==> src/uecr_pkg.sv <==
// Package with offsets, bit positions and reset values of the endpoint control bank
package uecr_pkg;
   localparam logic [7:0] UECR_OFS_EP1_RX = 8'hB2;
   localparam logic [7:0] UECR_OFS_EP1_TX = 8'hB3;
   localparam logic [7:0] UECR_OFS_EP2 = 8'hB4;
   localparam logic [7:0] UECR_RST_VAL = 8'h00;
   localparam int UECR_RX_ENABLE = 0;
   localparam int UECR_RX_STALL = 2;
   localparam int UECR_RX_TOGGLE = 3;
   localparam int UECR_TX_ENABLE = 0;
   localparam int UECR_TX_STALL = 2;
   localparam int UECR_TX_ARM = 4;
   localparam int UECR_EP2_SEL = 5;
   localparam int UECR_EP2_QUAL = 6;
   localparam int UECR_EP2_DIR = 7;
   localparam int UECR_BUF_BYTES = 512;
   localparam int UECR_CNT_W = 10;
   localparam logic [9:0] UECR_CNT_ZERO = 10'h000;
   // Handshake answers toward the serial engine
   typedef enum logic [1:0] {UECR_HS_ACK, UECR_HS_NAK, UECR_HS_STALL}
      uecr_hs_e;
endpackage

==> src/uecr_fill_count.sv <==
// Byte count of one bulk buffer fill, cleared when a qualified write selects the buffer
`timescale 1ns/100ps
module uecr_fill_count
   import uecr_pkg::*;
(
   input wire logic clk_sys, // System clock
   input wire logic rst, // Synchronous reset
   input wire logic ce, // Clock enable
   input wire logic clr, // Buffer selected by qualified write, restart count
   input wire logic byte_in, // One byte stored in this buffer
   output logic [UECR_CNT_W-1:0] count_q // Bytes of latest fill
);
   typedef struct packed {logic [UECR_CNT_W-1:0] cnt;} uecr_cnt_s;
   uecr_cnt_s s_q, s_d;

   // Saturate at a full buffer; 512 needs the tenth bit
   always_comb
   begin
      s_d = s_q;
      if (clr)
         s_d.cnt = UECR_CNT_ZERO;
      else if (byte_in && s_q.cnt != UECR_CNT_W'(UECR_BUF_BYTES))
         s_d.cnt = s_q.cnt + 10'h001;
   end

   always_ff @(posedge clk_sys)
   begin
      if (rst)
         s_q <= '0;
      else if (ce)
         s_q <= s_d;
   end

   assign count_q = s_q.cnt;
endmodule

==> src/uecr_regs.sv <==
// Endpoint one and bulk endpoint control registers with handshake choice
// How it works
// - Receive control bit 0 is firmware enable of endpoint one reception.
// - Reserved bits of both endpoint one registers read zero.
// - Writing one to transmit bit 4 arms the prepared packet for sending.
// - While endpoint one is armed, OUT tokens get a NAK.
// - The engine clears the arm bit when the packet is sent.
// - Transmit stall bit 2 makes IN tokens get a STALL.
// - Transmit stall is set by engine hardware or firmware writing one.
// - Clear feature for the endpoint or bus reset clears stalls.
// - Firmware writing zero to a stall bit leaves it unchanged.
// - Transmit bit 0 reads one when engine has transmission enabled.
// - Bulk control bit 7 picks direction, one is disk to engine.
// - Direction one and an OUT token on endpoint two flags error.
// - Direction zero and an IN token on endpoint two flags error.
// - Bit 5 is taken only when bit 6 of the written value is one.
// - The qualifier bit 6 always reads zero.
// - Qualified write of zero selects buffer A and clears its counts.
// - Qualified write of one selects buffer B and clears its counts.
// - Select bit reads the buffer being filled or filled last.
// - Each buffer keeps the byte count of its latest fill; only qualified writes clear a count, so fills by alternation add up.
// - With automatic alternation the select follows the filling buffer.
// - Receive stall bit 2 makes OUT tokens get a STALL.
// - Receive bit 3 shows the toggle of the last data packet.
//
// The plain strobed port was left to the implementer.
`timescale 1ns/100ps
module uecr_regs
   import uecr_pkg::*;
(
   input wire logic clk_sys, // System clock, 200 MHz
   input wire logic rst, // Synchronous reset, active high
   input wire logic ce, // Clock enable, freezes all state
   input wire logic [7:0] reg_addr, // Register address
   input wire logic [7:0] reg_wdata, // Write data
   input wire logic reg_wr, // Write strobe
   input wire logic reg_rd, // Read strobe
   output logic [7:0] reg_rdata, // Read data, cycle after strobe
   input wire logic bus_reset, // USB bus reset seen
   input wire logic clear_feature_ep1, // Clear feature for endpoint one
   input wire logic tx_enabled, // Engine has endpoint one TX on
   input wire logic rx_stall_set, // Engine sets receive stall
   input wire logic tx_stall_set, // Engine sets transmit stall
   input wire logic tx_done, // Endpoint one packet sent
   input wire logic rx_data_valid, // Data packet received, endpoint one
   input wire logic rx_data_toggle, // Its data toggle
   input wire logic tok_valid, // Token arrived, one cycle
   input wire logic tok_in, // Token is IN, else OUT
   input wire logic tok_ep2, // Token for endpoint two, else one
   input wire logic auto_alt, // Automatic buffer alternation on
   input wire logic auto_sel_b, // Alternation filling buffer B
   input wire logic buf_byte, // Bulk byte stored in current buffer
   output logic ep1_rx_enable, // Endpoint one reception enabled
   output logic ep1_tx_armed, // Packet armed for sending
   output logic ep2_dir_to_host, // Bulk flow disk toward engine
   output logic buf_sel_b, // Filling buffer B, else A
   output logic hs_valid, // Handshake choice valid, one cycle
   output logic [1:0] hs_code, // Handshake for token, uecr_hs_e
   output logic bulk_direction_error, // Endpoint two direction error
   output logic [UECR_CNT_W-1:0] buf_a_count, // Buffer A fill count
   output logic [UECR_CNT_W-1:0] buf_b_count // Buffer B fill count
);
   typedef struct packed {
      logic rx_en;
      logic rx_tog;
      logic tx_arm;
      logic dir;
      logic sel;
      logic [7:0] rdata;
      logic hs_v;
      uecr_hs_e hs;
      logic err;
   } uecr_st_s;

   uecr_st_s s_q, s_d;
   logic rx_stall;
   logic tx_stall;
   logic stall_clr;
   logic wr_rx;
   logic wr_tx;
   logic wr_ep2;
   logic qual_wr;
   logic cur_sel;
   logic clr_a;
   logic clr_b;

   // Address decode of write strobes
   assign wr_rx = reg_wr && reg_addr == UECR_OFS_EP1_RX;
   assign wr_tx = reg_wr && reg_addr == UECR_OFS_EP1_TX;
   assign wr_ep2 = reg_wr && reg_addr == UECR_OFS_EP2;
   assign qual_wr = wr_ep2 && reg_wdata[UECR_EP2_QUAL];
   assign stall_clr = clear_feature_ep1 || bus_reset;
   // Firmware must not retarget mid-transfer; no guard is added here
   assign clr_a = qual_wr && !reg_wdata[UECR_EP2_SEL];
   assign clr_b = qual_wr && reg_wdata[UECR_EP2_SEL];
   // Alternation overrides the firmware choice while it runs
   assign cur_sel = auto_alt ? auto_sel_b : s_q.sel;

   uecr_stall_bit u_rx_stall (
      .clk_sys(clk_sys),
      .rst(rst),
      .ce(ce),
      .fw_set(wr_rx && reg_wdata[UECR_RX_STALL]),
      .hw_set(rx_stall_set),
      .hw_clr(stall_clr),
      .stall_q(rx_stall)
   );

   uecr_stall_bit u_tx_stall (
      .clk_sys(clk_sys),
      .rst(rst),
      .ce(ce),
      .fw_set(wr_tx && reg_wdata[UECR_TX_STALL]),
      .hw_set(tx_stall_set),
      .hw_clr(stall_clr),
      .stall_q(tx_stall)
   );

   uecr_fill_count u_cnt_a (
      .clk_sys(clk_sys),
      .rst(rst),
      .ce(ce),
      .clr(clr_a),
      .byte_in(buf_byte && !cur_sel),
      .count_q(buf_a_count)
   );

   uecr_fill_count u_cnt_b (
      .clk_sys(clk_sys),
      .rst(rst),
      .ce(ce),
      .clr(clr_b),
      .byte_in(buf_byte && cur_sel),
      .count_q(buf_b_count)
   );

   // Next state of control bits, read port and handshake choice
   always_comb
   begin
      s_d = s_q;
      s_d.hs_v = 1'b0;
      s_d.err = 1'b0;
      s_d.rdata = 8'h00;
      if (wr_rx)
         s_d.rx_en = reg_wdata[UECR_RX_ENABLE];
      if (rx_data_valid)
         s_d.rx_tog = rx_data_toggle;
      // Firmware arm wins if it lands with a completion
      if (tx_done)
         s_d.tx_arm = 1'b0;
      if (wr_tx && reg_wdata[UECR_TX_ARM])
         s_d.tx_arm = 1'b1;
      if (wr_ep2)
         s_d.dir = reg_wdata[UECR_EP2_DIR];
      if (qual_wr)
         s_d.sel = reg_wdata[UECR_EP2_SEL];
      else if (auto_alt)
         s_d.sel = auto_sel_b; // Keep last filled after alternation stops
      // Reads return data in the next cycle; unmapped reads give zero
      if (reg_rd)
      begin
         unique case (reg_addr)
            UECR_OFS_EP1_RX:
            begin
               s_d.rdata[UECR_RX_ENABLE] = s_q.rx_en;
               s_d.rdata[UECR_RX_STALL] = rx_stall;
               s_d.rdata[UECR_RX_TOGGLE] = s_q.rx_tog;
            end
            UECR_OFS_EP1_TX:
            begin
               s_d.rdata[UECR_TX_ENABLE] = tx_enabled;
               s_d.rdata[UECR_TX_STALL] = tx_stall;
               s_d.rdata[UECR_TX_ARM] = s_q.tx_arm;
            end
            UECR_OFS_EP2:
            begin
               s_d.rdata[UECR_EP2_DIR] = s_q.dir;
               s_d.rdata[UECR_EP2_QUAL] = 1'b0;
               s_d.rdata[UECR_EP2_SEL] = cur_sel;
            end
            default:
               s_d.rdata = 8'h00;
         endcase
      end
      // Token handling: stall outranks NAK, NAK outranks ACK
      if (tok_valid)
      begin
         s_d.hs_v = 1'b1;
         s_d.hs = UECR_HS_ACK;
         if (tok_ep2)
         begin
            if (s_q.dir && !tok_in)
               s_d.err = 1'b1;
            if (!s_q.dir && tok_in)
               s_d.err = 1'b1;
         end
         else if (tok_in)
         begin
            if (tx_stall)
               s_d.hs = UECR_HS_STALL;
         end
         else if (rx_stall)
            s_d.hs = UECR_HS_STALL;
         else if (s_q.tx_arm || !s_q.rx_en)
            s_d.hs = UECR_HS_NAK;
      end
   end

   // State register; everything clears on reset
   always_ff @(posedge clk_sys)
   begin
      if (rst)
         s_q <= '0;
      else if (ce)
         s_q <= s_d;
   end

   // Outputs straight from flip-flops
   assign reg_rdata = s_q.rdata;
   assign ep1_rx_enable = s_q.rx_en;
   assign ep1_tx_armed = s_q.tx_arm;
   assign ep2_dir_to_host = s_q.dir;
   assign buf_sel_b = s_q.sel;
   assign hs_valid = s_q.hs_v;
   assign hs_code = s_q.hs;
   assign bulk_direction_error = s_q.err;
endmodule

==> src/uecr_stall_bit.sv <==
// One stall flag: set by engine or firmware, cleared by hardware only
`timescale 1ns/100ps
module uecr_stall_bit
   import uecr_pkg::*;
(
   input wire logic clk_sys, // System clock
   input wire logic rst, // Synchronous reset
   input wire logic ce, // Clock enable
   input wire logic fw_set, // Firmware wrote a one
   input wire logic hw_set, // Engine sets the stall
   input wire logic hw_clr, // Clear feature or bus reset
   output logic stall_q // Stall flag
);
   typedef struct packed {logic stall;} uecr_stb_s;
   uecr_stb_s s_q, s_d;

   // Set wins over clear so an event in the clearing cycle survives
   always_comb
   begin
      s_d = s_q;
      if (hw_clr)
         s_d.stall = 1'b0;
      if (fw_set || hw_set)
         s_d.stall = 1'b1;
   end

   always_ff @(posedge clk_sys)
   begin
      if (rst)
         s_q <= '0;
      else if (ce)
         s_q <= s_d;
   end

   assign stall_q = s_q.stall;
endmodule
==> config.mk <==
export PLATFORM = sky130hd
export DESIGN_NAME = uecr_regs
export DESIGN_NICKNAME = d
export VERILOG_FILES = /design/src/uecr_pkg.sv /design/src/uecr_fill_count.sv /design/src/uecr_regs.sv /design/src/uecr_stall_bit.sv
export SDC_FILE = /design/constraint.sdc
export NUM_CORES = 1
export LEC_CHECK = 0
export ABC_AREA = 1
export BUFFER_PORTS_ARGS = -buffer_cell sky130_fd_sc_hd__clkbuf_2
export CAP_MARGIN = 20
export CORE_ASPECT_RATIO = 0.75
export CORE_UTILIZATION = 30
export CTS_CLUSTER_DIAMETER = 120
export DETAILED_ROUTE_END_ITERATION = 10
export PLACE_DENSITY_LB_ADDON = 0.12
export SLEW_MARGIN = 20
export SYNTH_ARGS = -nofsm -noshare
export SYNTH_HDL_FRONTEND = slang
export SYNTH_SLANG_ARGS = --single-unit
==> constraint.sdc <==
create_clock -name clk_sys -period 1.65 [get_ports clk_sys]
set_clock_uncertainty 0.1 [all_clocks]
set_input_delay 0.2475 -clock clk_sys [delete_from_list [all_inputs] [get_ports clk_sys]]
set_output_delay 0.2475 -clock clk_sys [all_outputs]
set_load 0.03 [all_outputs]
# Word level (Yosys, flattened, before mapping)
# Index checks and enable logic that the tools add are counted.
dict set report totals {
  out_inout_bits 36
  regBits 39
}
dict set report op_classes {
  reduce_logical 38
  addsub 2
  eq_ne 5
  n_mux 26
}
# op count
set op_table {}
lappend op_table {{$mux 10} 4}
lappend op_table {{$eq 8x8->1 const B} 3}
lappend op_table {{$add 10x1->10 const B} 2}
lappend op_table {{$ne 10x10->1 const B} 2}
lappend op_table {{$reduce_and 2->1} 9}
lappend op_table {{$logic_and 1x1->1} 15}
lappend op_table {{$mux 1} 13}
lappend op_table {{$reduce_bool 2->1} 5}
lappend op_table {{$mux 2} 4}
lappend op_table {{$mux 8} 1}
lappend op_table {{$logic_not 1->1} 5}
lappend op_table {{$logic_or 1x1->1} 4}
lappend op_table {{$mux 4} 1}
lappend op_table {{$pmux 1 s2} 2}
lappend op_table {{$mux 3} 1}

# Longest topological paths before layout
# Gate-level depths: netlist of run 1.
dict set report logic_depth {
  word_depth 7
  depth_mapped 11
  ltp_nobuf 11
}

# Hierarchy
# From an unflattened synthesis of run 1, not the netlist that was laid out.
dict set report unflattened {
  cells_unflattened 370
  area_unflattened_um2 2302.2
}
# mod area_each_um2 instances seq_area_each_um2 cells_per_inst
set modules_own_cells {}
lappend modules_own_cells {uecr_fill_count 661.9 2 200.2 113}
lappend modules_own_cells {uecr_regs 903.4 1 300.3 134}
lappend modules_own_cells {uecr_stall_bit 37.5 2 20.0 5}

# Worst setup path before layout of run 1
# No wires, ideal clock.
dict set report synth_path {
  kind {flip-flop to flip-flop}
  start {register u_cnt_b.s_q (netlist bit u_cnt_b.count_q[0])}
  end {register u_cnt_b.s_q (netlist bit u_cnt_b.count_q[6])}
  path_stages_with_launch 11
  slack_ns -0.035
  setup_time_ns 0.111
  arrival_ns 1.474
  synth_period_minus_slack_ns 1.685
  path_buffers 0
  cell_sequence {dfxtp_1 ha_1 nand3_1 inv_1 nand2_1 nor2_1 nand2_1 nand2_1 nand3_1 nand2_1 nor2_1}
}
dict set report synth_between {
  elab_chain_cells 4
  word_cells_on_any_way 7
}
# item line_no
set synth_rtl {}
lappend synth_rtl {{start: declaration} uecr_fill_count.sv:14} ;# uecr_cnt_s s_q, s_d;
lappend synth_rtl {{start signal: assignment} uecr_fill_count.sv:29} ;# s_q <= '0;
lappend synth_rtl {{start signal: assignment} uecr_fill_count.sv:31} ;# s_q <= s_d;
lappend synth_rtl {{branches (longest 4 deep; another with $add 10x1->10)} --}
# Parallel ways; which one is timed is not known. The select of a mux whose other input is x is not followed.
# A chain may end at the register's enable or synchronous reset.

# Final worst setup path of run 1
dict set report layout_path {
  start {register u_cnt_b.s_q (netlist bit u_cnt_b.count_q[1])}
  end {register u_cnt_b.s_q (netlist bit u_cnt_b.count_q[9])}
}
# Same word-level chain as after synthesis.

==> results of run 1 <==
[cells in the final DEF, fill, tap and decap left out, types with 2 or more instances in the layout]
| master | instances |
|---|---|
| ha_1 | 2 |
| nand3_2 | 2 |
| conb_1 | 2 |
| inv_2 | 4 |
| nand2_1 | 95 |
| nor2_2 | 3 |
| nor2_1 | 40 |
| dfxtp_1 | 33 |
| nand4_4 | 2 |
| nand2_2 | 5 |
| nand2_4 | 4 |
| inv_1 | 52 |
| nand4_1 | 15 |
| a21oi_1 | 30 |
| nor3_1 | 6 |
| xor2_1 | 7 |
| ha_2 | 2 |
| nand3_1 | 37 |
| clkbuf_2 | 66 |
| clkbuf_8 | 5 |
| buf_4 | 14 |
| o21ai_0 | 6 |
| dfxtp_2 | 3 |
[per-layer routing]
metal | share of wire, % | wire length, um | vias to the layer above | GRT usage, %
met1 | 52 | 3380 | 1069 | 23.2
met3 | 6.2 | 406 | 7 | 3.59
li1 | - | - | 1331 | -
met2 | 41 | 2680 | 68 | 23.2
met4 | 0.74 | 48 | 0 | 3.80
met5 | 0 | 0 | - | 0
[power by group]
group | total [uW] | switching, uW | internal (uW)
Clock | 816 | 363 | 453
Combinational | 331 | 215 | 117
Sequential | 931 | 19.3 | 911
Total | 2080 | 597 | 1480
[worst max-delay path, stage by stage (launching register included)]
cell     delay, ns
dfxtp_4       0.38
inv_1         0.05
ha_1          0.17
nand2_1       0.08
nor2_2        0.04
nand3_1       0.09
nand2_1       0.08
nand2_4       0.14
nand2_4       0.10
a21oi_1       0.14
nor2_1        0.05
[cell type report]
type	count	area, sq um	area share [%]
multi-input cells	267	1360	45.1
flip-flops and latches	37	748	24.8
repair buffers	81	455	15.1
inverters	57	214	7.08
well taps	101	126	4.18
clock buffers	5	68.8	2.28
clock inverters	3	46.3	1.53
[cell families after synthesis]
kind of cell / synth area share [%]
adder cells (fa/ha/maj): 2.08
buffers and inverters: 14.2
XOR/XNOR: 2.55
AND/OR/NAND/NOR: 41.5
AO/OA/AOI/OAI: 8.70
other: 0.156
flip-flops: 30.8
[repair_timing]
item | CTS | global route
setup endpoints to repair | 0 | 17
buffers inserted | 0 | 0
endpoints found under the hold margin | 0 | 0
resized for setup | 0 | 14
[how the worst max path moves through the flow]
stage                       start                 end  slack, ns  cells after the start
5_1_grt        u_cnt_b.count_q[1]  u_cnt_b.count_q[9]      0.003                     11
6_report       u_cnt_b.count_q[1]  u_cnt_b.count_q[9]       0.14                     10
4_1_cts        u_cnt_a.count_q[1]  u_cnt_a.count_q[6]       0.05                      8
3_3_place_gp   u_cnt_a.count_q[1]  u_cnt_a.count_q[6]       0.08                      8
3_5_place_dp   u_cnt_a.count_q[1]  u_cnt_a.count_q[6]       0.07                      8
2_1_floorplan  u_cnt_a.count_q[1]  u_cnt_a.count_q[6]       0.02                      8
[cells in the mapped netlist]
master and number:
a211oi_1 1, a21oi_1 31, and2_1 1, buf_1 1
buf_2 5, buf_4 11, clkbuf_1 4, clkinv_1 1
conb_1 1, dfxtp_1 37, ha_1 4, inv_1 53
inv_2 3, nand2_1 96, nand2_2 3, nand2_4 4
nand3_1 39, nand4_1 15, nand4_4 2, nor2_1 43
nor2_4 1, nor2_8 1, nor3_1 7, nor4_1 1
o211ai_1 1, o21ai_0 6, o21ai_2 1, xor2_1 7
[stage by stage]
| stage | cell area, sq um | worst slack [ns] | power (uW) | hold WS, ns |
|---|---|---|---|---|
| 5_1_grt | 3020 | 0.00335 | 2190 | 0.104 |
| 4_1_cts | 2980 | 0.0456 | 2100 | 0.0836 |
| 2_1_floorplan | 2410 | 0.0155 | 1150 | 0.288 |
| 3_5_place_dp | 2860 | 0.0734 | 1280 | 0.354 |
| 6_report | 3020 | 0.139 | 2080 | 0.0914 |
| 3_3_place_gp | 2860 | 0.0818 | 1280 | 0.350 |
[registers in the layout, summed over array words and instances, names as in the netlist]
| name | cells |
|---|---|
| hs_valid | 1 |
| u_cnt_a.count_q | 10 |
| bulk_direction_error | 1 |
| s_q | 1 |
| u_cnt_b.count_q | 10 |
| ep1_rx_enable | 1 |
| buf_sel_b | 1 |
| ep1_tx_armed | 1 |
| ep2_dir_to_host | 1 |
| u_rx_stall.stall_q | 1 |
| u_tx_stall.stall_q | 1 |
| reg_rdata | 6 |
| hs_code | 2 |
==> reports/results.ini, run 1 <==
[outcome]
status = complete, no violations

[critical_path]
reg2reg_setup_slack_ns = 0.14
worst-path-max-fanout = 9
setup.worst_path.class = reg -> reg
worst_path_arrival_ns = 1.60
worst_ep_required_time_ns = 1.74
timing.rr.end = u_cnt_b.count_q[9]
timing.critical_path.from_type = flop
r2r.worst_path.cells = 10
origin_of_the_critical_flop_to_flop_path = u_cnt_b.count_q[1]
critical_path_end_type = flop

[power_and_ir_drop]
p_leak_uw = 0.00154
pwr_density_cell_nw_per_um2 = 687
worst_ir_drop_vdd_mv = 0.325

[synthesis]
netlist_area_sq_um = 2400
post_synth_inst_count = 380
postSynthAreaPerCell_sq_um = 6.32
synthTopCellsByArea = dfxtp_1 31%, nand2_1 15%, inv_1 8.3%
yosysWarnings = 0
synth_seq_cells = 37
synth_seq_area_share_pct = 30.8
proportion_of_netlist_area_held_by_the_largest_area_contributor_pct = 30.8
synth_largest_area_cell = dfxtp_1
yosysUniqueCellTypes = 28

[cells_and_area]
share_of_final_layout_standard_cells_stronger_than_drive_strength_1_pct = 26.7
finalNetCount = 488
number_of_diodes = 0
postLayoutCoreUtil_pct = 40.1
post_layout_nonfiller_instances = 551
synthToLayoutAreaGrowth_pct = 25.9
fillCellCount = 822

[die]
die_area_sq_um = 8370
die_y_um = 79.5
floorplan.rows = 27
initial_utilization_pct = 31.9
design.core.area_sq_um = 7530
number_of_ports_placed_on_the_die_boundary = 71
die_width_um = 105

[placement]
dp.final_hpwl_um = 4960
placed_cells_incl_taps = 542
place.port_buffers = 66
routability_congestion_estimate = 0.831

[global_routing]
via_count_of_the_first_global_routing_pass = 2125
grt_pass1_wl_um = 10600
grt_start_max_net_pins = 32
globalRouteTotalUtil_pct = 15.8
globalRouteOverflowTotal = 0
antenna_found_initial = 0

[timing]
report.final.slew_viol_count = 0
maximum_clock_frequency_mhz = 662
tns_ns = 0
timing.final.crit_share_pct = 91.6
timing.final.crit_period_ns = 1.51
final_setup_violation_count = 0
hold_violation_total_from_the_final_report = 0
rsz0062_at_grt = no

[clock_network]
clkSlewWorstSetupHoldPaths_ns = 0.09
tritoncts.num_buffers = 5
clock_path_buffers = 2
cts_root_buffer = clkbuf_8
post_cts_hold_buffer_count = 0
clock-sinks = 37
tritoncts = yes
h_tree_level_count = 2
worstSkewPairLatency_ns = 0.30

[route]
route.detailed.vias_per_inst = 4.49
detailroute.via_count = 2475
firstDrtPassIters = 4
drt-total-wl_um = 6510
postRouteAntennaNets = 0
wl_per_cell_um = 11.8
drt-initial-drc-count = 118
drcViolationCount = 0

[worst_hold_path]
timing.hold.worst_path_depth = 3
hp-start = reg_wdata[0]
min_delay_worst_endpoint = ep1_rx_enable
worstHoldPathType = in -> reg

[job]
cap_viol_max_count = 0

No activity file was read; power rests on OpenSTA's default activity.
==> run 2, diff against run 1 <==
--- a/config.mk
+++ b/config.mk
@@ -9,10 +9,10 @@
 export BUFFER_PORTS_ARGS = -buffer_cell sky130_fd_sc_hd__clkbuf_2
 export CAP_MARGIN = 20
 export CORE_ASPECT_RATIO = 0.75
-export CORE_UTILIZATION = 30
-export CTS_CLUSTER_DIAMETER = 120
+export CORE_UTILIZATION = 35
 export DETAILED_ROUTE_END_ITERATION = 10
 export PLACE_DENSITY_LB_ADDON = 0.12
+export SETUP_SLACK_MARGIN = 0.15
 export SLEW_MARGIN = 20
 export SYNTH_ARGS = -nofsm -noshare
 export SYNTH_HDL_FRONTEND = slang
==> run 2 against run 1 <==
Compared with the run above: the run now ends with DRC left; final cell count shrank 2.9%; worst setup slack gained 0.049 ns; wire length grew 1.2%; combinational power grew 9.7%; critical path depth shrank 7; first-iteration DRC count grew 2.5%; sequential cell count is the same; global-route usage grew 3.1 points; critical path type is now reg -> out; non-clock buffer count grew 3.
==> reports/results.ini, run 2 (synthesis results as in run 1) <==
[outcome]
status = finished, violations left
failed_checks = DRC

[power_and_ir_drop]
power.total_uw = 2120  ; +2.3%
seq_power_share_pct = 43.7  ; -1.1 points
pwr_density_cell_nw_per_um2 = 667  ; -3.0%
comb_power_share_pct = 17.1  ; +1.1 points
netSwitchingFraction_pct = 27.9  ; -0.77 points
worst_ir_drop_vdd_mv = 0.343  ; +5.4%
p_leak_uw = 0.00159  ; +3.2%
switching_power_uw = 594  ; -0.49%
internal_power_uw = 1530  ; +3.4%
p_clk_share_pct = 39.2  ; about the same

[cells_and_area]
share_of_final_layout_standard_cells_stronger_than_drive_strength_1_pct = 33.5  ; +6.8 points
layout.cells.most_common_list = 89 x nand2_1, 66 x clkbuf_2, 47 x inv_1
synthToLayoutAreaGrowth_pct = 32.7
fin_area_sq_um = 3190  ; +5.4%
finalNetCount = 492  ; +0.82%
final_common_cell = nand2_1
number_of_diodes = 0  ; unchanged
postLayoutCoreUtil_pct = 49.2  ; +9.1 points

[die]
die_y_um = 73.7  ; -7.2%
floorplan.rows = 25  ; -7.4%
die_area_sq_um = 7200  ; -14%
die_width_um = 97.6  ; -7.3%
design.core.area_sq_um = 6470  ; -14%
number_of_ports_placed_on_the_die_boundary = 71  ; unchanged
initial_utilization_pct = 37.1  ; +5.2 points

[clock_network]
clock_path_buffers = 2  ; unchanged
cts_root_buffer = clkbuf_8
h_tree_level_count = 2  ; unchanged
worstSkewPairLatency_ns = 0.29  ; about the same
tritoncts.num_buffers = 5  ; unchanged
clkSlewWorstSetupHoldPaths_ns = 0.08  ; about the same
tritoncts = yes
clock-sinks = 37  ; unchanged

[timing]
fin_hold_ws_ns = 0.0842  ; -0.00718 ns
maximum_clock_frequency_mhz = 684  ; +3.4%
timing.final.crit_period_ns = 1.46  ; -0.0493 ns
tns_ns = 0  ; unchanged
timing.final.crit_share_pct = 88.6  ; -3.0 points
report.final.slew_viol_count = 0  ; unchanged
rsz0062_at_grt = yes
final_setup_violation_count = 0  ; unchanged
hold_violation_total_from_the_final_report = 0  ; unchanged

[global_routing]
grt_start_max_net_pins = 25  ; -22%
grt_pass1_wl_um = 10800  ; +2.6%
antenna_found_initial = 0  ; unchanged
via_count_of_the_first_global_routing_pass = 2338  ; +10%
globalRouteTotalUtil_pct = 19.0  ; +3.1 points
globalRouteOverflowTotal = 0  ; unchanged

[worst_hold_path]
timing.hold.worst_path_depth = 3  ; unchanged
worstHoldPathType = in -> reg

[placement]
dp.final_hpwl_um = 4800  ; -3.2%
place.port_buffers = 66  ; unchanged
placed_area_sq_um = 2810  ; -1.9%
routability_congestion_estimate = 0.824  ; -0.84%

[critical_path]
worst_path_arrival_ns = 1.11  ; -0.49 ns
worst-path-max-fanout = 4  ; -5
r2r.worst_path.cells = 10  ; unchanged
setup.worst_path.class = reg -> out
timing.critical_path.from_type = flop
worst_ep_required_time_ns = 1.30  ; -0.44 ns
critical_path_end_type = primary output

[route]
route.detailed.vias_per_inst = 4.83  ; +7.5%
drcViolationCount = 6  ; +6
firstDrtPassIters = 7  ; +3
drt-initial-drc-count = 121  ; +2.5%
detailroute.via_count = 2583  ; +4.4%
drt-total-wl_um = 6590  ; +1.2%
wl_per_cell_um = 12.3  ; +4.3%
postRouteAntennaNets = 0  ; unchanged

[job]
cap_viol_max_count = 0  ; unchanged

## run 2: critical path, stage by stage (launching register included)
cell	delay [ns]
dfxtp_4	0.37
buf_4	0.13
buf_4	0.14
clkbuf_2	0.17
## run 2: path summary, 6_finish.rpt
check	startpoint	end	slack, ns
setup reg to reg	u_cnt_b.count_q[1]	u_cnt_b.count_q[2]	0.21
hold reg to reg	hs_valid	hs_valid	0.36
setup / recovery	u_cnt_b.count_q[0]	buf_b_count[0]	0.19
hold / removal	reg_wdata[0]	ep1_rx_enable	0.08
## run 2: per-layer routing
| layer | share of wire (%) | vias to the layer above | track usage (%) |
|---|---|---|---|
| li1 | - | 1344 | - |
| met1 | 50 | 1149 | 25.5 |
| met2 | 42 | 83 | 30.7 |
| met3 | 6.7 | 7 | 4.57 |
| met4 | 0.83 | 0 | 4.71 |
| met5 | 0 | - | 0 |
## run 2: layout make-up
class | count | area [sq um]
Fill cell | 662 | 3290
Multi-Input combinational cell | 268 | 1520
Sequential cell | 37 | 764
Timing Repair Buffer | 84 | 465
Inverter | 57 | 219
Tap cell | 81 | 101
Clock buffer | 7 | 86.3
Clock inverter | 1 | 30.0
## run 2: timing repair
| item | CTS | global route |
|---|---|---|
| gates cloned | 2 | 0 |
| endpoints found under the setup margin | 14 | 20 |
| resized for setup | 16 | 39 |
| pin swaps | 18 | 15 |
| hold buffers | 0 | 0 |
| setup buffers | 6 | 1 |
## run 2: power groups by stage
| stage | clock network (uW) | registers [uW] | logic (uW) |
|---|---|---|---|
| final | 832 | 929 | 363 |
| after global routing | 881 | 932 | 401 |
| after CTS | 853 | 930 | 335 |
| after detailed placement | 0 | 952 | 308 |
| after global placement | 0 | 953 | 306 |
| after floorplan | 0 | 977 | 176 |
## run 2: metrics by stage
stage / cells / setup slack, ns
finish: 535 / 0.188
global route: 535 / 0.115
CTS: 534 / 0.148
detailed placement: 518 / 0.0811
global placement: 518 / 0.0941
floorplan: 381 / 0.157
==> run 3, diff against run 2 <==
--- a/config.mk
+++ b/config.mk
@@ -8,7 +8,7 @@
 export ABC_AREA = 1
 export BUFFER_PORTS_ARGS = -buffer_cell sky130_fd_sc_hd__clkbuf_2
 export CAP_MARGIN = 20
-export CORE_ASPECT_RATIO = 0.75
+export CORE_ASPECT_RATIO = 1.2
 export CORE_UTILIZATION = 35
 export DETAILED_ROUTE_END_ITERATION = 10
 export PLACE_DENSITY_LB_ADDON = 0.12
==> run 3 against run 2 <==
Compared with the run above: critical path depth increased by 6; critical path type is now reg -> reg; the flow now finishes without violations; sequential share of layout area about the same; hold slack improved by 0.022 ns; register-to-register slack got worse by 0.05 ns; final area increased by 0.35%; sequential cell count unchanged; clock power decreased by 20%; via count increased by 0.54%; combinational power increased by 1%.
==> reports/results.ini, run 3 (synthesis results as in run 1) <==
[outcome]
status = complete, no violations

[placement]
pre_cts_slack_ns = 0.0784  ; -0.00269 ns
place.port_buffers = 66  ; unchanged
dp.final_hpwl_um = 4600  ; -4.3%
placed_area_sq_um = 2800  ; -0.18%
placed_cells_incl_taps = 519  ; +0.19%
routability_congestion_estimate = 0.813  ; -1.4%

[route]
drcViolationCount = 0  ; -6
postRouteAntennaNets = 0  ; unchanged
drt-total-wl_um = 6480  ; -1.7%
detailroute.via_count = 2597  ; +0.54%
drt-initial-drc-count = 97  ; -20%
route.detailed.vias_per_inst = 4.84  ; +0.17%
wl_per_cell_um = 12.1  ; -2.1%
firstDrtPassIters = 4  ; -3

[critical_path]
r2r.worst_path.cells = 9  ; -1
reg2reg_setup_slack_ns = 0.16  ; -0.05 ns
worst_ep_required_time_ns = 1.77  ; +0.47 ns
critical_path_end_type = flop
cp-endpoint = u_cnt_a.count_q[3]
timing.rr.end = u_cnt_a.count_q[3]
setup.worst_path.class = reg -> reg
origin_of_the_critical_flop_to_flop_path = u_cnt_a.count_q[1]
worst_path_arrival_ns = 1.61  ; +0.50 ns
timing.critical_path.from_type = flop
critical_path.startpoint = u_cnt_a.count_q[1]
worst-path-max-fanout = 5  ; +1

[timing]
maximum_clock_frequency_mhz = 671  ; -1.9%
report.final.slew_viol_count = 0  ; unchanged
tns_ns = 0  ; unchanged
hold_violation_total_from_the_final_report = 0  ; unchanged
timing.final.crit_share_pct = 90.3  ; +1.7 points
final_setup_violation_count = 0  ; unchanged
timing.final.ws_setup_ns = 0.160  ; -0.0284 ns
timing.final.crit_period_ns = 1.49  ; +0.0284 ns
rsz0062_at_grt = yes

[power_and_ir_drop]
internal_power_uw = 1380  ; -9.5%
comb_power_share_pct = 18.7  ; +1.6 points
p_leak_uw = 0.00156  ; -1.5%
seq_power_share_pct = 47.4  ; +3.7 points
switching_power_uw = 582  ; -1.9%
netSwitchingFraction_pct = 29.6  ; +1.7 points
p_clk_share_pct = 33.9  ; -5.3 points
pwr_density_cell_nw_per_um2 = 615  ; -7.7%
worst_ir_drop_vdd_mv = 0.401  ; +17%

[die]
number_of_ports_placed_on_the_die_boundary = 71  ; unchanged
die_width_um = 77.6  ; -21%
die_area_sq_um = 7200  ; about the same
floorplan.rows = 32  ; +28%
initial_utilization_pct = 36.8  ; -0.29 points
design.core.area_sq_um = 6530  ; +0.79%
die_y_um = 92.7  ; +26%

[clock_network]
tritoncts = yes
clock_path_buffers = 2  ; unchanged
cts_root_buffer = clkbuf_8
h_tree_level_count = 2  ; unchanged
worstSkewPairLatency_ns = 0.29  ; about the same
post_cts_hold_buffer_count = 0  ; unchanged
clock-sinks = 37  ; unchanged
clkSlewWorstSetupHoldPaths_ns = 0.08  ; about the same
tritoncts.num_buffers = 5  ; unchanged

[cells_and_area]
synthToLayoutAreaGrowth_pct = 33.1
post_layout_nonfiller_instances = 537  ; +0.37%
number_of_diodes = 0  ; unchanged
layout.cells.most_common_list = 84 x nand2_1, 66 x clkbuf_2, 45 x inv_1
final_common_cell = nand2_1
finalNetCount = 490  ; -0.41%
postLayoutCoreUtil_pct = 49.0  ; -0.21 points
fin_area_sq_um = 3200  ; +0.35%
share_of_final_layout_standard_cells_stronger_than_drive_strength_1_pct = 35.4  ; +1.9 points

[global_routing]
antenna_found_initial = 0  ; unchanged
globalRouteOverflowTotal = 0  ; unchanged
grt_start_max_net_pins = 25  ; unchanged
grt_pass1_wl_um = 10400  ; -3.9%
via_count_of_the_first_global_routing_pass = 2244  ; -4.0%
globalRouteTotalUtil_pct = 18.2  ; -0.76 points

[worst_hold_path]
worstHoldPathType = in -> reg

[job]
cap_viol_max_count = 0  ; unchanged

-- run 3: cell count changes in the layout (fill, tap and decap cells not counted), moves of 2 or more --
cell | previous run | this run
nand2_1 | 89 | 84
nor2_1 | 35 | 37
dfxtp_1 | 26 | 24
a21oi_1 | 28 | 26
a21oi_2 | 3 | 5
buf_4 | 18 | 15
dfxtp_2 | 7 | 9
nand2_2 | 10 | 15
inv_1 | 47 | 45
nor2_2 | 6 | 3
-- run 3: final cells by class --
| cell class | instances | area [sq um] |
|---|---|---|
| clock buffers | 8 | 90.1 |
| repair buffers | 82 | 463 |
| fillers | 683 | 3330 |
| multi-input cells | 268 | 1550 |
| inverters | 57 | 221 |
| well taps | 85 | 106 |
| flip-flops and latches | 37 | 767 |
-- run 3: worst min-delay path by stage --
stage                              start              endpoint  slack, ns  cells past startpoint
finish                      reg_wdata[4]          ep1_tx_armed       0.11                      3
floorplan                   reg_wdata[0]         ep1_rx_enable       0.29                      2
global placement                hs_valid              hs_valid       0.35                      2
CTS                         reg_wdata[0]         ep1_rx_enable        0.1                      3
detailed placement  bulk_direction_error  bulk_direction_error       0.36                      2
global route                reg_wdata[4]          ep1_tx_armed       0.10                      3
-- run 3: what timing repair did --
action                                  4_1_cts  5_1_grt
buffers inserted                              5        3
gates cloned                                  2        0
gates resized for setup                      14       53
endpoints found under the setup margin       14       20
pin swaps                                     9       24
-- run 3: stage by stage --
stage / hold slack, ns / power [uW]
final: 0.106 / 1970
after global routing: 0.104 / 2060
after CTS: 0.0995 / 1950
after detailed placement: 0.361 / 1260
after global placement: 0.351 / 1260
after floorplan: 0.288 / 1150
-- run 3: metal layers --
metal,vias to the layer above,share of wire [%],global-route usage [%],wire length (um)
met1,1160,45,23.7,2940
met4,0,1.4,5.66,91
li1,1347,-,-,-
met5,-,0,0,0
met2,81,48,30.2,3090
met3,9,5.4,3.35,352
-- run 3: worst max-delay path, cell delays in order, from the launching register on --
cell	delay (ns)
dfxtp_4	0.39
inv_4	0.04
ha_4	0.16
nand2_4	0.06
nor2_4	0.04
inv_1	0.05
nor2_1	0.04
nor2_2	0.22
nand4_1	0.16
a21oi_2	0.16
-- run 3: power by group through the flow --
stage	registers [uW]	clock network, uW	logic [uW]
floorplan	977	0	176
global placement	954	0	307
detailed placement	954	0	309
CTS	932	686	333
global route	935	724	404
finish	933	667	368
